## src/verilog/cmf_pkg.sv

```systemverilog
// Constants shared by the message RAM event flag block.
// Assumes one 250 MHz clock and a plain register port.
package cmf_pkg;
   // ==========================================
   // Register port
   localparam int ADDR_W = 8;
   localparam int DATA_W = 32;
   localparam logic [7:0] OFS_STATUS = 8'h00;   // event_flags, read
   localparam logic [7:0] OFS_CLEAR = 8'h04;    // Write 1 to clear
   localparam logic [7:0] OFS_ENABLE = 8'h08;   // Interrupt enable
   localparam logic [7:0] OFS_CONFIG = 8'h0C;   // Control bits
   localparam logic [7:0] OFS_TS = 8'h10;       // Timestamp value
   localparam logic [7:0] OFS_TO_LIMIT = 8'h14; // Timeout reload
   localparam logic [7:0] OFS_RX_STATE = 8'h18; // Put index, state
   localparam logic [7:0] OFS_NEW_DATA = 8'h1C; // New-data bits
   // ==========================================
   // Flag field layout
   localparam int FLAG_LSB = 15;
   localparam int NFLAGS = 5;
   localparam int IDX_TEF_LOST = 0;  // Bit 15
   localparam int IDX_TS_WRAP = 1;   // Bit 16
   localparam int IDX_MRF = 2;       // Bit 17
   localparam int IDX_TIMEOUT = 3;   // Bit 18
   localparam int IDX_DED_RX = 4;    // Bit 19
   // ==========================================
   // Config register fields
   localparam int CFG_RESTRICT = 0;
   localparam int CFG_TS_EN = 1;
   localparam int CFG_TO_EN = 2;
   localparam int CFG_PRESC_LSB = 4;
   localparam int PRESC_W = 4;
   // ==========================================
   // Sizes and reset values
   localparam int NBUF = 4;
   localparam int BUF_W = 2;
   localparam int PUT_W = 3;
   localparam int TS_W = 16;
   localparam int TEF_SIZE_W = 6;
   localparam logic [15:0] TO_LIMIT_RST = 16'hFFFF;
   localparam logic [7:0] CFG_RST = 8'h00;
   typedef enum logic [1:0] {RX_IDLE, RX_FILTER, RX_STORE} cmf_rx_e;
endpackage : cmf_pkg

```

## src/verilog/cmf_flag_if.sv

```systemverilog
// Interface between the top and the sticky flag bank.
// Assumes all members run on the top's clock.
`timescale 1ns/1ps
interface cmf_flag_if;
   import cmf_pkg::*;
   logic [NFLAGS-1:0] set;   // Event pulses
   logic [NFLAGS-1:0] clr;   // Host clear pulses
   logic [NFLAGS-1:0] en;    // Interrupt enables
   logic [NFLAGS-1:0] flags; // Sticky flags
   logic irq;                // Level interrupt
   modport ctl (output set, output clr, output en, input flags, input irq);
   modport bank (input set, input clr, input en, output flags, output irq);
endinterface : cmf_flag_if

```

## src/verilog/cmf_flag_bank.sv

```systemverilog
// Sticky event flags with set-over-clear and interrupt gate.
// Assumes single-cycle set and clear pulses on clk.
`timescale 1ns/1ps
module cmf_flag_bank
   import cmf_pkg::*;
(
   // Clock, reset, enable
   input wire logic clk,
   input wire logic rstn,
   input wire logic ce,
   // Flag traffic
   cmf_flag_if.bank fi
);
   logic [NFLAGS-1:0] flag_q; // Held flags
   logic [NFLAGS-1:0] next_flag; // Next flags

   // ==========================================
   // One sticky bit per event; set wins over clear
   genvar g;
   generate
      for (g = 0; g < NFLAGS; g++) begin : g_flag
         assign next_flag[g] = fi.set[g] | (flag_q[g] & ~fi.clr[g]); // [RQ13]
      end
   endgenerate

   // Flag storage
   always_ff @(posedge clk or negedge rstn) begin
      if (!rstn) flag_q <= '0;
      else if (ce) flag_q <= next_flag;
   end

   assign fi.flags = flag_q;
   assign fi.irq = |(flag_q & fi.en);
endmodule : cmf_flag_bank

```

## src/verilog/cmf_rx_store.sv

```systemverilog
// Receive handler storage tracker: filter, store, abort, commit.
// Assumes handler strobes are one-cycle pulses on clk.
`timescale 1ns/1ps
module cmf_rx_store
   import cmf_pkg::*;
(
   // Clock, reset, enable
   input wire logic clk,
   input wire logic rstn,
   input wire logic ce,
   // Handler strobes
   input wire logic arb_next,
   input wire logic accept_ok,
   input wire logic reject,
   input wire logic to_ded,
   input wire logic [BUF_W-1:0] buf_idx,
   input wire logic store_done,
   input wire logic wr_fail,
   input wire logic [NBUF-1:0] nd_clr,
   // Results
   output logic mrf_evt,
   output logic ded_evt,
   output logic abort,
   output logic restart,
   output logic [PUT_W-1:0] put_idx,
   output logic [NBUF-1:0] new_data,
   output cmf_rx_e state
);
   logic tgt_ded; // Target is dedicated buffer
   logic [BUF_W-1:0] tgt_idx; // Target buffer
   logic late; // Arbitration overtook work
   logic fail; // Write refused
   logic commit; // Clean store end
   logic [NBUF-1:0] ded_set; // New-data set
   cmf_rx_e next_state;

   // ==========================================
   // Event decode
   assign late = arb_next && (state != RX_IDLE); // [RQ2]
   assign fail = wr_fail && (state == RX_STORE); // [RQ4]
   assign commit = store_done && (state == RX_STORE) && !late && !fail;
   assign abort = late | fail; // [RQ3] [RQ4]
   assign restart = late; // [RQ3]
   assign mrf_evt = abort; // [RQ2] [RQ4]
   assign ded_evt = commit && tgt_ded; // [RQ1]
   assign ded_set = ded_evt ? (NBUF'(1) << tgt_idx) : '0;

   // Next state; a late arrival restarts filtering
   always_comb begin
      next_state = state;
      unique case (state)
         RX_IDLE: if (arb_next) next_state = RX_FILTER;
         RX_FILTER: begin
            if (late) next_state = RX_FILTER; // [RQ3]
            else if (accept_ok) next_state = RX_STORE;
            else if (reject) next_state = RX_IDLE;
         end
         RX_STORE: begin
            if (late) next_state = RX_FILTER; // [RQ3]
            else if (fail || commit) next_state = RX_IDLE;
         end
      endcase
   end

   // State and target latch
   always_ff @(posedge clk or negedge rstn) begin
      if (!rstn) begin
         state <= RX_IDLE;
         tgt_ded <= 1'b0;
         tgt_idx <= '0;
      end else if (ce) begin
         state <= next_state;
         if (state == RX_FILTER && accept_ok) begin
            tgt_ded <= to_ded;
            tgt_idx <= buf_idx;
         end
      end
   end

   // Put index moves and new-data bits set only on commit; aborted slot is reused
   always_ff @(posedge clk or negedge rstn) begin
      if (!rstn) begin
         put_idx <= '0;
         new_data <= '0;
      end else if (ce) begin
         if (commit && !tgt_ded) put_idx <= put_idx + PUT_W'(1); // [RQ5] [RQ6]
         new_data <= ded_set | (new_data & ~nd_clr); // [RQ5]
      end
   end
endmodule : cmf_rx_store

```

## src/verilog/cmf_event_top.sv

```systemverilog
// Message RAM event flags: bits 19..15 of the event register.
// Assumes handler strobes from logic on clk; register port same clock.
//
// How it works
// [RQ1] Dedicated buffer store sets bit 19
// [RQ2] Late receive work sets bit 17
// [RQ3] Late work aborts, new message processed
// [RQ4] Receive write failure sets 17, aborts
// [RQ5] Abort keeps put index, no new-data
// [RQ6] Next store overwrites partial message
// [RQ7] Late transmit fetch sets 17, aborts
// [RQ8] Transmit failure enters restricted mode
// [RQ9] Host clears restricted bit to leave
// [RQ10] Timestamp wrap sets bit 16
// [RQ11] Lost event FIFO element sets 15
// [RQ12] Write to zero-size event FIFO sets 15
// [RQ13] Timeout sets 18; flags hold until cleared
//
// The register offsets and the plain strobed port were decided locally.
`timescale 1ns/1ps
module cmf_event_top
   import cmf_pkg::*;
(
   // Clock, reset, enable
   input wire logic clk,
   input wire logic rstn,
   input wire logic ce,
   // Register port
   input wire logic [ADDR_W-1:0] addr,
   input wire logic [DATA_W-1:0] wdata,
   input wire logic wr,
   input wire logic rd,
   output logic [DATA_W-1:0] rdata,
   // Receive handler
   input wire logic rx_arb_next,
   input wire logic rx_accept_ok,
   input wire logic rx_reject,
   input wire logic rx_to_ded,
   input wire logic [BUF_W-1:0] rx_buf_idx,
   input wire logic rx_store_done,
   input wire logic rx_wr_fail,
   output logic rx_abort,
   output logic rx_restart,
   output logic [PUT_W-1:0] rx_put_idx,
   output logic [NBUF-1:0] rx_new_data,
   // Transmit handler
   input wire logic tx_fetch_late,
   output logic tx_abort,
   // Transmit event FIFO
   input wire logic tef_wr_try,
   input wire logic tef_full,
   input wire logic [TEF_SIZE_W-1:0] tef_size,
   // Status outputs
   output logic restricted_operation_bit,
   output logic [TS_W-1:0] ts_value,
   output logic irq
);
   // ==========================================
   // Address decode
   function automatic logic hit(input logic [ADDR_W-1:0] a,
                                input logic [ADDR_W-1:0] ofs);
      hit = (a == ofs);
   endfunction : hit

   wire wr_clear = wr && hit(addr, OFS_CLEAR);     // Clear strobe
   wire wr_enable = wr && hit(addr, OFS_ENABLE);   // Enable write
   wire wr_config = wr && hit(addr, OFS_CONFIG);   // Config write
   wire wr_limit = wr && hit(addr, OFS_TO_LIMIT);  // Timeout reload
   wire wr_newdata = wr && hit(addr, OFS_NEW_DATA); // New-data clear

   // ==========================================
   // Control registers
   logic [NFLAGS-1:0] int_en; // Interrupt enables
   logic ts_en; // Timestamp counter run
   logic to_en; // Timeout counter run
   logic [PRESC_W-1:0] ts_presc; // Timestamp prescale
   logic [15:0] to_limit; // Timeout reload value
   logic restrict_q; // Restricted operation

   // Flag bank link
   cmf_flag_if fl ();

   // Receive tracker results
   logic rx_mrf_evt; // Receive side failure
   logic rx_ded_evt; // Dedicated store done
   cmf_rx_e rx_state; // Tracker state

   // Transmit and event FIFO events
   wire tx_mrf_evt = tx_fetch_late; // [RQ7]
   wire tef_lost = tef_wr_try && (tef_full || (tef_size == '0)); // [RQ11] [RQ12]

   // Timestamp and timeout events
   logic ts_wrap; // Counter wrap pulse
   logic to_hit; // Timeout reached pulse

   // ==========================================
   // Config and enable registers
   always_ff @(posedge clk or negedge rstn) begin
      if (!rstn) begin
         int_en <= '0;
         ts_en <= CFG_RST[CFG_TS_EN];
         to_en <= CFG_RST[CFG_TO_EN];
         ts_presc <= CFG_RST[CFG_PRESC_LSB +: PRESC_W];
      end else if (ce) begin
         if (wr_enable) int_en <= wdata[FLAG_LSB +: NFLAGS];
         if (wr_config) begin
            ts_en <= wdata[CFG_TS_EN];
            to_en <= wdata[CFG_TO_EN];
            ts_presc <= wdata[CFG_PRESC_LSB +: PRESC_W];
         end
      end
   end

   // Timeout reload register
   always_ff @(posedge clk or negedge rstn) begin
      if (!rstn) to_limit <= TO_LIMIT_RST;
      else if (ce && wr_limit) to_limit <= wdata[15:0];
   end

   // ==========================================
   // Restricted operation bit
   // Hardware set wins over a host write of zero in the same cycle
   always_ff @(posedge clk or negedge rstn) begin
      if (!rstn) begin
         restrict_q <= CFG_RST[CFG_RESTRICT];
      end else if (ce) begin
         if (tx_mrf_evt) restrict_q <= 1'b1; // [RQ8]
         else if (wr_config) restrict_q <= wdata[CFG_RESTRICT]; // [RQ9]
      end
   end

   assign restricted_operation_bit = restrict_q;
   assign tx_abort = tx_mrf_evt; // [RQ7]

   // ==========================================
   // Timestamp counter with prescaler
   logic [PRESC_W-1:0] presc_cnt; // Prescale divider
   logic [TS_W-1:0] ts_cnt; // Timestamp count
   wire presc_tick = ts_en && (presc_cnt == ts_presc); // Count step

   // Wrap pulse when the counter rolls over
   assign ts_wrap = presc_tick && (ts_cnt == {TS_W{1'b1}}); // [RQ10]

   // Divider and counter
   always_ff @(posedge clk or negedge rstn) begin
      if (!rstn) begin
         presc_cnt <= '0;
         ts_cnt <= '0;
      end else if (ce) begin
         if (!ts_en || presc_tick) presc_cnt <= '0;
         else presc_cnt <= presc_cnt + PRESC_W'(1);
         if (presc_tick) ts_cnt <= ts_cnt + TS_W'(1);
      end
   end

   assign ts_value = ts_cnt;

   // ==========================================
   // Timeout down-counter
   logic [15:0] to_cnt; // Cycles left
   assign to_hit = to_en && (to_cnt == '0); // [RQ13]

   // Reload on disable, on reaching zero
   always_ff @(posedge clk or negedge rstn) begin
      if (!rstn) to_cnt <= TO_LIMIT_RST;
      else if (ce) begin
         if (!to_en || to_hit) to_cnt <= to_limit;
         else to_cnt <= to_cnt - 16'h0001;
      end
   end

   // ==========================================
   // Receive storage tracker
   cmf_rx_store u_rx (
      .clk(clk),
      .rstn(rstn),
      .ce(ce),
      .arb_next(rx_arb_next),
      .accept_ok(rx_accept_ok),
      .reject(rx_reject),
      .to_ded(rx_to_ded),
      .buf_idx(rx_buf_idx),
      .store_done(rx_store_done),
      .wr_fail(rx_wr_fail),
      .nd_clr(wr_newdata ? wdata[NBUF-1:0] : '0),
      .mrf_evt(rx_mrf_evt),
      .ded_evt(rx_ded_evt),
      .abort(rx_abort),
      .restart(rx_restart),
      .put_idx(rx_put_idx),
      .new_data(rx_new_data),
      .state(rx_state)
   );

   // ==========================================
   // Flag set and clear vectors
   assign fl.set[IDX_TEF_LOST] = tef_lost; // [RQ11] [RQ12]
   assign fl.set[IDX_TS_WRAP] = ts_wrap; // [RQ10]
   assign fl.set[IDX_MRF] = rx_mrf_evt | tx_mrf_evt; // [RQ2] [RQ4] [RQ7]
   assign fl.set[IDX_TIMEOUT] = to_hit; // [RQ13]
   assign fl.set[IDX_DED_RX] = rx_ded_evt; // [RQ1]
   assign fl.clr = wr_clear ? wdata[FLAG_LSB +: NFLAGS] : '0; // [RQ13]
   assign fl.en = int_en;

   // Sticky flag storage
   cmf_flag_bank u_flags (
      .clk(clk),
      .rstn(rstn),
      .ce(ce),
      .fi(fl)
   );

   assign irq = fl.irq;

   // ==========================================
   // Read mux; unmapped and write-only offsets read zero
   logic [DATA_W-1:0] rd_mux; // Selected word
   always_comb begin
      rd_mux = '0;
      if (hit(addr, OFS_STATUS)) rd_mux[FLAG_LSB +: NFLAGS] = fl.flags;
      else if (hit(addr, OFS_ENABLE)) rd_mux[FLAG_LSB +: NFLAGS] = int_en;
      else if (hit(addr, OFS_CONFIG)) begin
         rd_mux[CFG_RESTRICT] = restrict_q;
         rd_mux[CFG_TS_EN] = ts_en;
         rd_mux[CFG_TO_EN] = to_en;
         rd_mux[CFG_PRESC_LSB +: PRESC_W] = ts_presc;
      end
      else if (hit(addr, OFS_TS)) rd_mux[TS_W-1:0] = ts_cnt;
      else if (hit(addr, OFS_TO_LIMIT)) rd_mux[15:0] = to_limit;
      else if (hit(addr, OFS_RX_STATE)) begin
         rd_mux[PUT_W-1:0] = rx_put_idx;
         rd_mux[9:8] = rx_state;
      end
      else if (hit(addr, OFS_NEW_DATA)) rd_mux[NBUF-1:0] = rx_new_data;
   end

   // Read data valid only in the cycle after the strobe
   always_ff @(posedge clk or negedge rstn) begin
      if (!rstn) rdata <= '0;
      else if (ce) rdata <= rd ? rd_mux : '0;
   end
endmodule : cmf_event_top

```

## config.mk

```make
export PLATFORM = sky130hd
export DESIGN_NAME = cmf_event_top
export DESIGN_NICKNAME = d
export VERILOG_FILES = /design/src/verilog/cmf_pkg.sv /design/src/verilog/cmf_flag_if.sv /design/src/verilog/cmf_flag_bank.sv /design/src/verilog/cmf_rx_store.sv /design/src/verilog/cmf_event_top.sv
export SDC_FILE = /design/constraint.sdc
export NUM_CORES = 1
export LEC_CHECK = 0
export ABC_AREA = 1
export BUFFER_PORTS_ARGS = -buffer_cell sky130_fd_sc_hd__buf_2
export CORE_AREA = 5 5 115 117
export CTS_CLUSTER_SIZE = 30
export DETAILED_ROUTE_END_ITERATION = 8
export DIE_AREA = 0 0 120 122
export PLACE_DENSITY = 0.73
export REMOVE_ABC_BUFFERS = 1
export SYNTH_ARGS = -nofsm -noshare
export SYNTH_HDL_FRONTEND = slang
export SYNTH_SLANG_ARGS = --single-unit
```

## constraint.sdc

```tcl
create_clock -name clk -period 2 [get_ports clk]
set_clock_uncertainty 0.1 [all_clocks]
set_input_delay 0.2 -clock clk [delete_from_list [all_inputs] [get_ports clk]]
set_output_delay 0.2 -clock clk [all_outputs]
set_load 0.05 [all_outputs]
```

==> out/metrics.csv, run 1 <==
metric,value,unit
slew_violations,0,
drive_gt1_frac,0.216,
drtAntennaViolNets,0,
syn2layout_area_growth,17.2,%
cts_root_buffer,clkbuf_16,
place_hpwl,11400,um
via_per_inst,5.11,
io_buffers,97,
path_class,reg -> out,
async_flop_share,1.00,
path_max_fanout,6,
cellLeakagePower,3.66,nW
cts_setup_buffers,0,
peakVddDrop,759,uV
dieArea,14600,um^2
place_congestion,0.960,
r2r_cells,10,
mostFrequentLayoutCells,"nand2_1 (254), buf_2 (95), inv_1 (89)",
final_cells,1063,
worst_slack,0.102,ns
endpoint,rx_abort,
die_h,122,um
drt-initial-drc-count,303,
synth_cell_type_count,42,
numCtsBuffers,9,
nNetsFinal,978,
p_per_area,802,nW/um^2
initial_core_util,0.482,
mostFrequentLayoutCell,nand2_1,
ys_ff_latch,101,
n_antenna_cell,0,
fp.coreArea,12300,um^2
grt_pass1_vias,5080,
grt_overflow_total,0,
dp_cells,1033,
routed_wl,15200,um
ys.flop_type,dfrtp_1,
clk_latency,0.35,ns
end_kind,output port,
clock_path_buffers,2,
die_x,120,um
final-setup-viol-count,0,
synth.avg_cell_area,7.44,um^2
path_clk_slew,0.07,ns
track_usage,0.212,
cp.arrival,1.60,ns
max_freq,527,MHz
wl_per_cell,14.3,um
synth-edff-count,0,
cap_viol_max_count,0,
worst_pin_slew,0.575,ns
report.final.hold_viol_count,0,
vias,5434,
startpoint,u_rx.state[0],
fin_total_pwr,5.56,mW
grt_first_pass_wirelength,24700,um
cts.sinks,101,
drc,0,
dpl_cell_area,6520,um^2
finalCriticalPeriod,1.90,ns
yosysWarnings,0,
rsz0062_at_grt,false,
rows,41,
crit_required,1.70,ns
dp_slack,0.163,ns
outcome,finished clean,
cts_tree,built,
num_io_pins,122,
period_share,0.949,
cts_max_level,3,
drt_first_pass_iters,6,
grt_max_degree,38,
syn_area,5920,um^2
hp-class,in -> reg,
final_area,6940,um^2
synthCells,795,
antenna_found_initial,0,
r2r-end,to_cnt[15],
r2r_slack,0.16,ns
timing.setup.tns,0,ns
ys_seq_area_frac,0.434,
r2r-start,to_cnt[0],
start_kind,flip-flop,
relSlewSlack,0.615,
[routing by layer]
| metal | up-vias | GRT usage | wire length [um] |
|---|---|---|---|
| met4 | 0 | 0.0866 | 294 |
| met2 | 144 | 0.353 | 7360 |
| met3 | 15 | 0.0334 | 763 |
| met5 | - | 0 | 0 |
| li1 | 2728 | - | - |
| met1 | 2547 | 0.279 | 6800 |
[critical path, stage by stage (launching register included)]
cell	delay, ns
dfrtp_1	0.41
inv_1	0.08
ha_1	0.20
inv_1	0.07
nand2_1	0.12
nand2_1	0.15
buf_4	0.22
[stage by stage]
| step | util | hold WS [ns] |
|---|---|---|
| floorplan | - | -0.196 |
| global placement | 0.532 | 0.0803 |
| detailed placement | 0.532 | 0.0817 |
| CTS | 0.565 | 0.000349 |
| global route | 0.566 | 0.0272 |
| finish | 0.566 | 0.00447 |
[synth_stat cells, types with 6 or more instances]
cell       n  share of area
nor2_4     6          0.011
a21oi_1   27          0.023
ha_1       8          0.017
o21ai_0   41          0.035
o21ai_1   18          0.015
xor2_1    12          0.018
buf_4     15          0.019
buf_2      6         0.0051
dfrtp_1   69           0.29
inv_1     89          0.056
nand2_1  254           0.16
nand2_2   11          0.012
nor3_1     8         0.0068
o22ai_1    7         0.0074
dfstp_2   32           0.14
nand3_1   59          0.050
nand4_1    8         0.0085
nor2_1    69          0.044
[cell type report]
cell class	instances	area, um^2
Fill cell	1158	5330
Inverter	97	369
Clock buffer	14	254
Sequential cell	101	2570
Tap cell	150	188
Multi-Input combinational cell	579	2820
Clock inverter	2	10.0
Timing Repair Buffer	120	723
[worst min-delay path by stage]
stage,cells past startpoint,from,end
2_1_floorplan,0,rstn,fl.en[0]
3_3_place_gp,1,rstn,rdata[0]
3_5_place_dp,1,rstn,rdata[0]
4_1_cts,3,wdata[8],to_limit[8]
5_1_grt,3,wdata[18],fl.en[3]
6_report,3,wdata[6],to_limit[6]
[registers in the layout, indices dropped and copies added (netlist names)]
signal	flops
to_limit	16
to_en	1
u_rx.state	2
u_rx.tgt_ded	1
u_flags.fi.flags	5
restricted_operation_bit	1
rdata	20
u_rx.put_idx	3
ts_en	1
ts_presc	4
presc_cnt	4
ts_value	16
u_rx.tgt_idx	2
to_cnt	16
u_rx.new_data	4
fl.en	5
[logic make-up (layout without fill, tap and decap cells)]
group                      after synthesis  count (layout)  share of synthesized area
buffers and inverters                  126             233                     0.0969
AOI/OAI and AO/OA                      110             110                      0.103
other                                    1              12                   0.000634
adders and majority gates                8               8                     0.0169
xor gates and xnor gates                17              17                     0.0252
muxes                                    2               2                    0.00381
and+or+nand+nor                        430             430                      0.319
DFF                                    101             101                      0.434
[power breakdown]
group          switching (mW)  internal (mW)  total, mW  leakage (nW)
registers               0.204           2.25       2.45          1.24
clock network           0.749          0.876       1.63         0.131
logic                    1.07          0.421       1.49          2.29
total                    2.02           3.54       5.56          3.66
[timing repair]
| item | CTS | global route |
|---|---|---|
| setup endpoints to repair | 0 | 2 |
| endpoints found under the hold margin | 32 | 0 |
| hold buffers | 14 | 0 |
| gates resized for setup | 0 | 4 |
No activity file was read; power rests on OpenSTA's default activity.
==> run 2: changes to the inputs <==
CELL_PAD_IN_SITES_DETAIL_PLACEMENT = 0   (was default)
CELL_PAD_IN_SITES_GLOBAL_PLACEMENT = 2   (was default)
CORE_AREA = 5 5 145 147   (was 5 5 115 117)
DIE_AREA = 0 0 150 152   (was 0 0 120 122)
PLACE_DENSITY = default   (was 0.73)
PLACE_DENSITY_LB_ADDON = 0.1   (was default)
RECOVER_POWER = 25   (was default)
==> run 2 against run 1 <==
Effect of this change:
- via count down 0.85%
- core utilization down 21 points
- first-iteration DRC count down 4.0%
- critical path depth unchanged
- largest cell class unchanged
==> out/metrics.csv, run 2 (synthesis results as in run 1) <==
metric,value,unit
final_area,7090,um^2
crit_chain,inv_1 > ha_1 > inv_1 > nand2_1 > inv_1 > buf_2,
finish.utilization,0.359,
regArea,2570,um^2
place_hpwl,14000,um
cellLeakagePower,3.65,nW
drive_gt1_frac,0.217,
startpoint,u_rx.state[0],
hold_slack,0.00915,ns
drc,0,
finalCriticalPeriod,1.89,ns
crit_top_cell,inv_1,
worst_pin_slew,0.767,ns
r2r_slack,0.16,ns
grt_overflow_total,0,
largest_register,rdata,
initial_core_util,0.299,
path_clk_slew,0.07,ns
timing.setup.tns,0,ns
grt_max_degree,44,
die_x,150,um
cap_viol_max_count,0,
drt-initial-drc-count,291,
relSlewSlack,0.487,
min_from,wdata[17],
largest_register_ffs,20,
holdPathEnd,fl.en[2],
dr.max_layer_used,met4,
antenna_found_initial,0,
whs_path_depth,3,
cp.arrival,1.59,ns
drtAntennaViolNets,0,
start_kind,flip-flop,
clock_path_buffers,2,
path_max_fanout,6,
die_h,152,um
cts.sinks,101,
rows,52,
dpl_cell_area,6710,um^2
track_usage,0.163,
dr_wl_met2,8260,um
place_congestion,0.805,
slew_violations,0,
dieArea,22800,um^2
io_buffers,97,
wl_per_cell,15.0,um
met1Wirelength,8570,um
cts_root_buffer,clkbuf_16,
numCtsBuffers,9,
syn2layout_area_growth,19.9,%
clk_latency,0.35,ns
routed_wl,17900,um
grt_first_pass_wirelength,29400,um
outcome,finished clean,
max_stage_delay,0.40,ns
cts_max_level,3,
final_cells,1190,
drt_first_pass_iters,4,
mostFrequentLayoutCell,nand2_1,
peakVddDrop,460,uV
path_class,reg -> out,
nNetsFinal,985,
worst_slack,0.109,ns
r2r-start,to_cnt[0],
num_io_pins,122,
p_per_area,793,nW/um^2
hp-class,in -> reg,
report.final.hold_viol_count,0,
max_freq,529,MHz
slowest_stage,dfrtp_1,
end_kind,output port,
period_share,0.946,
r2r-end,to_cnt[12],
dp_cells,1157,
r2r_cells,10,
multi_input_area,2800,um^2
crit_required,1.70,ns
mostFrequentLayoutCells,"nand2_1 (255), buf_2 (93), inv_1 (89)",
cts_tree,built,
dp_slack,0.104,ns
vias,5388,
wl_met3,721,um
fin_total_pwr,5.63,mW
grt_pass1_vias,5503,
n_antenna_cell,0,
fp.coreArea,19800,um^2
via_per_inst,4.53,
final-setup-viol-count,0,
fill_cells,2216,
-- run 2: cell count changes in the layout (fill, tap and decap cells not counted), sizes merged --
| cell | before | now |
|---|---|---|
| clkinvlp | 0 | 2 |
| clkinv | 3 | 4 |
| dlygate4sd3 | 14 | 15 |
| buf | 106 | 107 |
| clkbuf | 14 | 16 |
-- run 2: what timing repair did --
item | CTS | global route
setup endpoints to repair | 1 | 7
endpoints found under the hold margin | 37 | 0
gates cloned | 0 | 0
setup buffers | 0 | 2
hold buffers | 15 | 0
gates resized for setup | 1 | 3
-- run 2: layer usage --
| layer | up-vias | track usage |
|---|---|---|
| li1 | 2746 | - |
| met1 | 2511 | 0.232 |
| met2 | 114 | 0.254 |
| met3 | 17 | 0.0232 |
| met4 | 0 | 0.0549 |
| met5 | - | 0 |
-- run 2: worst max-delay path: cells and delay by family (launching register included) --
kind	cells	cell delay [ns]
fa+ha+maj	1	0.21
flops	1	0.40
simple gates	1	0.14
buf+inv	4	0.50
-- run 2: worst max-delay path by stage --
| stage | to | slack, ns |
|---|---|---|
| 3_3_place_gp | to_cnt[12] | 0.18 |
| 5_1_grt | rx_restart | -0.0005 |
| 4_1_cts | rx_abort | 0.04 |
| 6_report | rx_restart | 0.11 |
| 2_1_floorplan | u_rx.put_idx[1] | 0.05 |
| 3_5_place_dp | u_rx.new_data[0] | 0.10 |
-- run 2: report_power, final --
part | internal (mW) | switching (mW) | leakage [nW]
Sequential | 2.25 | 0.217 | 1.24
Combinational | 0.435 | 1.08 | 2.29
Clock | 0.840 | 0.811 | 0.125
-- run 2: final cells by class --
class                   count  area share
inverters                  97      0.0520
well taps                 270      0.0476
clock inverters             5     0.00423
repair buffers            127       0.107
flip-flops and latches    101       0.362
clock buffers              11      0.0328
multi-input cells         579       0.394
==> run 3: changes to the inputs <==
--- a/config.mk
+++ b/config.mk
@@ -11,6 +11,6 @@
 export CELL_PAD_IN_SITES_GLOBAL_PLACEMENT = 2
-export CORE_AREA = 5 5 145 147
+export CORE_AREA = 5 5 202 106
 export CTS_CLUSTER_SIZE = 30
 export DETAILED_ROUTE_END_ITERATION = 8
-export DIE_AREA = 0 0 150 152
+export DIE_AREA = 0 0 207 111
 export PLACE_DENSITY_LB_ADDON = 0.1
==> constraint.sdc (replaced) <==
create_clock -name clk -period 2 [get_ports clk]
set_clock_uncertainty 0.1 [all_clocks]
set_input_delay 0.4 -clock clk [delete_from_list [all_inputs] [get_ports clk]]
set_output_delay 0.4 -clock clk [all_outputs]
set_load 0.05 [all_outputs]
==> run 3 against run 2 <==
Effect of this change:
- die area up 0.78%
- via count shrank 0.82%
- cell count decreased by 0.76%
- maximum frequency decreased by 0.46%
- flip-flop and latch count unchanged
- clock-buffer cell count fell by 2
- sequential power about the same
- non-clock buffer count decreased by 5
- setup slack worse by 0.0088 ns
- total power is 4.2% higher
- combinational power up 5%
- critical path type unchanged
- largest cell class unchanged
- highest routed layer unchanged
==> out/metrics.csv, run 3 (synthesis results as in run 1) <==
metric,value,unit
switching_power,2.16,mW
finish.utilization,0.369,
drc,0,
crit_required,1.50,ns
path_class,reg -> out,
rows,36,
cellLeakagePower,3.69,nW
drt_first_pass_iters,5,
clk_latency,0.35,ns
routed_wl,18500,um
r2r-end,to_cnt[11],
die_x,207,um
drt-initial-drc-count,333,
io_buffers,97,
peakVddDrop,406,uV
drive_gt1_frac,0.238,
finalCriticalPeriod,1.90,ns
track_usage,0.162,
start_kind,flip-flop,
p_per_area,823,nW/um^2
largest_register_ffs,20,
num_io_pins,122,
whs_path_depth,3,
cts_max_level,3,
path_max_fanout,3,
p_comb_frac,0.270,
slew_violations,0,
grt_first_pass_wirelength,29900,um
grt_busiest_layer,met2,
mostFrequentLayoutCells,"nand2_1 (254), buf_2 (92), inv_1 (85)",
final_area,7120,um^2
rsz0062_at_grt,true,
cts_root_buffer,clkbuf_16,
holdPathEnd,to_limit[5],
dpl_cell_area,6780,um^2
relSlewSlack,0.398,
wl_per_cell,15.6,um
cap_viol_max_count,0,
fill_cells,2150,
cp.arrival,1.40,ns
final-setup-viol-count,0,
hp-class,in -> reg,
drtAntennaViolNets,0,
min_from,wdata[5],
period_share,0.950,
clock_path_buffers,2,
cts.sinks,101,
mostFrequentLayoutCell,nand2_1,
n_antenna_cell,0,
r2r-start,to_cnt[0],
max_freq,526,MHz
r2r_cells,10,
worst_pin_slew,0.904,ns
nNetsFinal,980,
outcome,finished clean,
grt_overflow_total,0,
initial_core_util,0.307,
vias,5344,
fp.coreArea,19300,um^2
cts_tree,built,
place_congestion,0.823,
grt_use_met3,0.0314,
end_kind,output port,
path_clk_slew,0.08,ns
grt_max_degree,43,
seq_power_share,0.419,
place_hpwl,14300,um
antenna_found_initial,1,
r2r_slack,0.15,ns
grtUsageMet1,0.242,
final_cells,1181,
grt_pass1_vias,5373,
grt_use_met2,0.250,
syn2layout_area_growth,20.4,%
report.final.hold_viol_count,0,
sw_frac_of_total,0.369,
numCtsBuffers,9,
via_per_inst,4.52,
dp_cells,1162,
internal_power,3.70,mW
dieArea,23000,um^2
largest_register,rdata,
die_h,111,um
clkPwrFrac,0.311,
run 3: cell types whose count changed in the layout (fill, tap and decap cells not counted), moves of 3 or more:
cell	change
inv_2	+4
dlygate4sd3_1	-14
buf_4	+8
inv_1	-4
clkbuf_1	-3
run 3: worst max-delay path, cell delays in order (launching register included):
cell and delay (ns):
dfrtp_1 0.41, nand2_1 0.08, o21ai_1 0.06, a21oi_1 0.14, o221ai_1 0.16, buf_4 0.22
run 3: how the worst max path moves through the flow:
| stage | from | slack [ns] | cells after the start | to |
|---|---|---|---|---|
| after CTS | u_rx.state[0] | 0.007 | 5 | rx_abort |
| after global placement | addr[0] | 0.16 | 9 | rdata[13] |
| final | u_flags.fi.flags[3] | 0.1 | 5 | irq |
| after detailed placement | to_cnt[0] | 0.17 | 10 | to_cnt[10] |
| after global routing | u_rx.state[0] | -0.01 | 5 | rx_abort |
| after floorplan | u_rx.state[0] | 0.05 | 8 | u_rx.put_idx[1] |
run 3: layout make-up:
type                    instances  area, um^2  share of cell area
clock buffers                   9         225              0.0316
clock inverters                 7        72.6              0.0102
inverters                      97         369              0.0518
multi-input cells             579        2820               0.396
flip-flops and latches        101        2570               0.361
well taps                     266         333              0.0467
repair buffers                122         734               0.103
run 3: repair_timing:
item                       in CTS  in global routing
setup buffers                   2                  0
gates resized for setup         4                 12
hold endpoints to repair       28                  0
pin swaps                       0                  1
setup endpoints to repair       2                  3
hold buffers                    1                  0
run 3: layer usage:
layer,routed length [um],share of wire,vias to the layer above
li1,-,-,2732
met4,91,0.0049,0
met2,8010,0.43,99
met1,9600,0.52,2506
met3,764,0.041,7
met5,0,0,-
run 3: metrics by stage:
stage,hold slack (ns),setup TNS (ns),power [mW],setup slack (ns)
4_1_cts,0.164,0,5.91,0.00730
3_3_place_gp,0.283,0,4.00,0.156
6_report,0.181,0,5.86,0.0998
3_5_place_dp,0.290,0,4.01,0.166
5_1_grt,0.166,-0.0112,6.22,-0.00988
2_1_floorplan,0.00441,0,3.48,0.0463
run 3: power groups by stage:
stage	Sequential, mW	Clock [mW]	Combinational, mW
finish	2.46	1.82	1.58
global route	2.49	1.97	1.76
CTS	2.46	1.89	1.57
detailed placement	2.50	0	1.51
global placement	2.50	0	1.50
floorplan	2.76	0	0.720
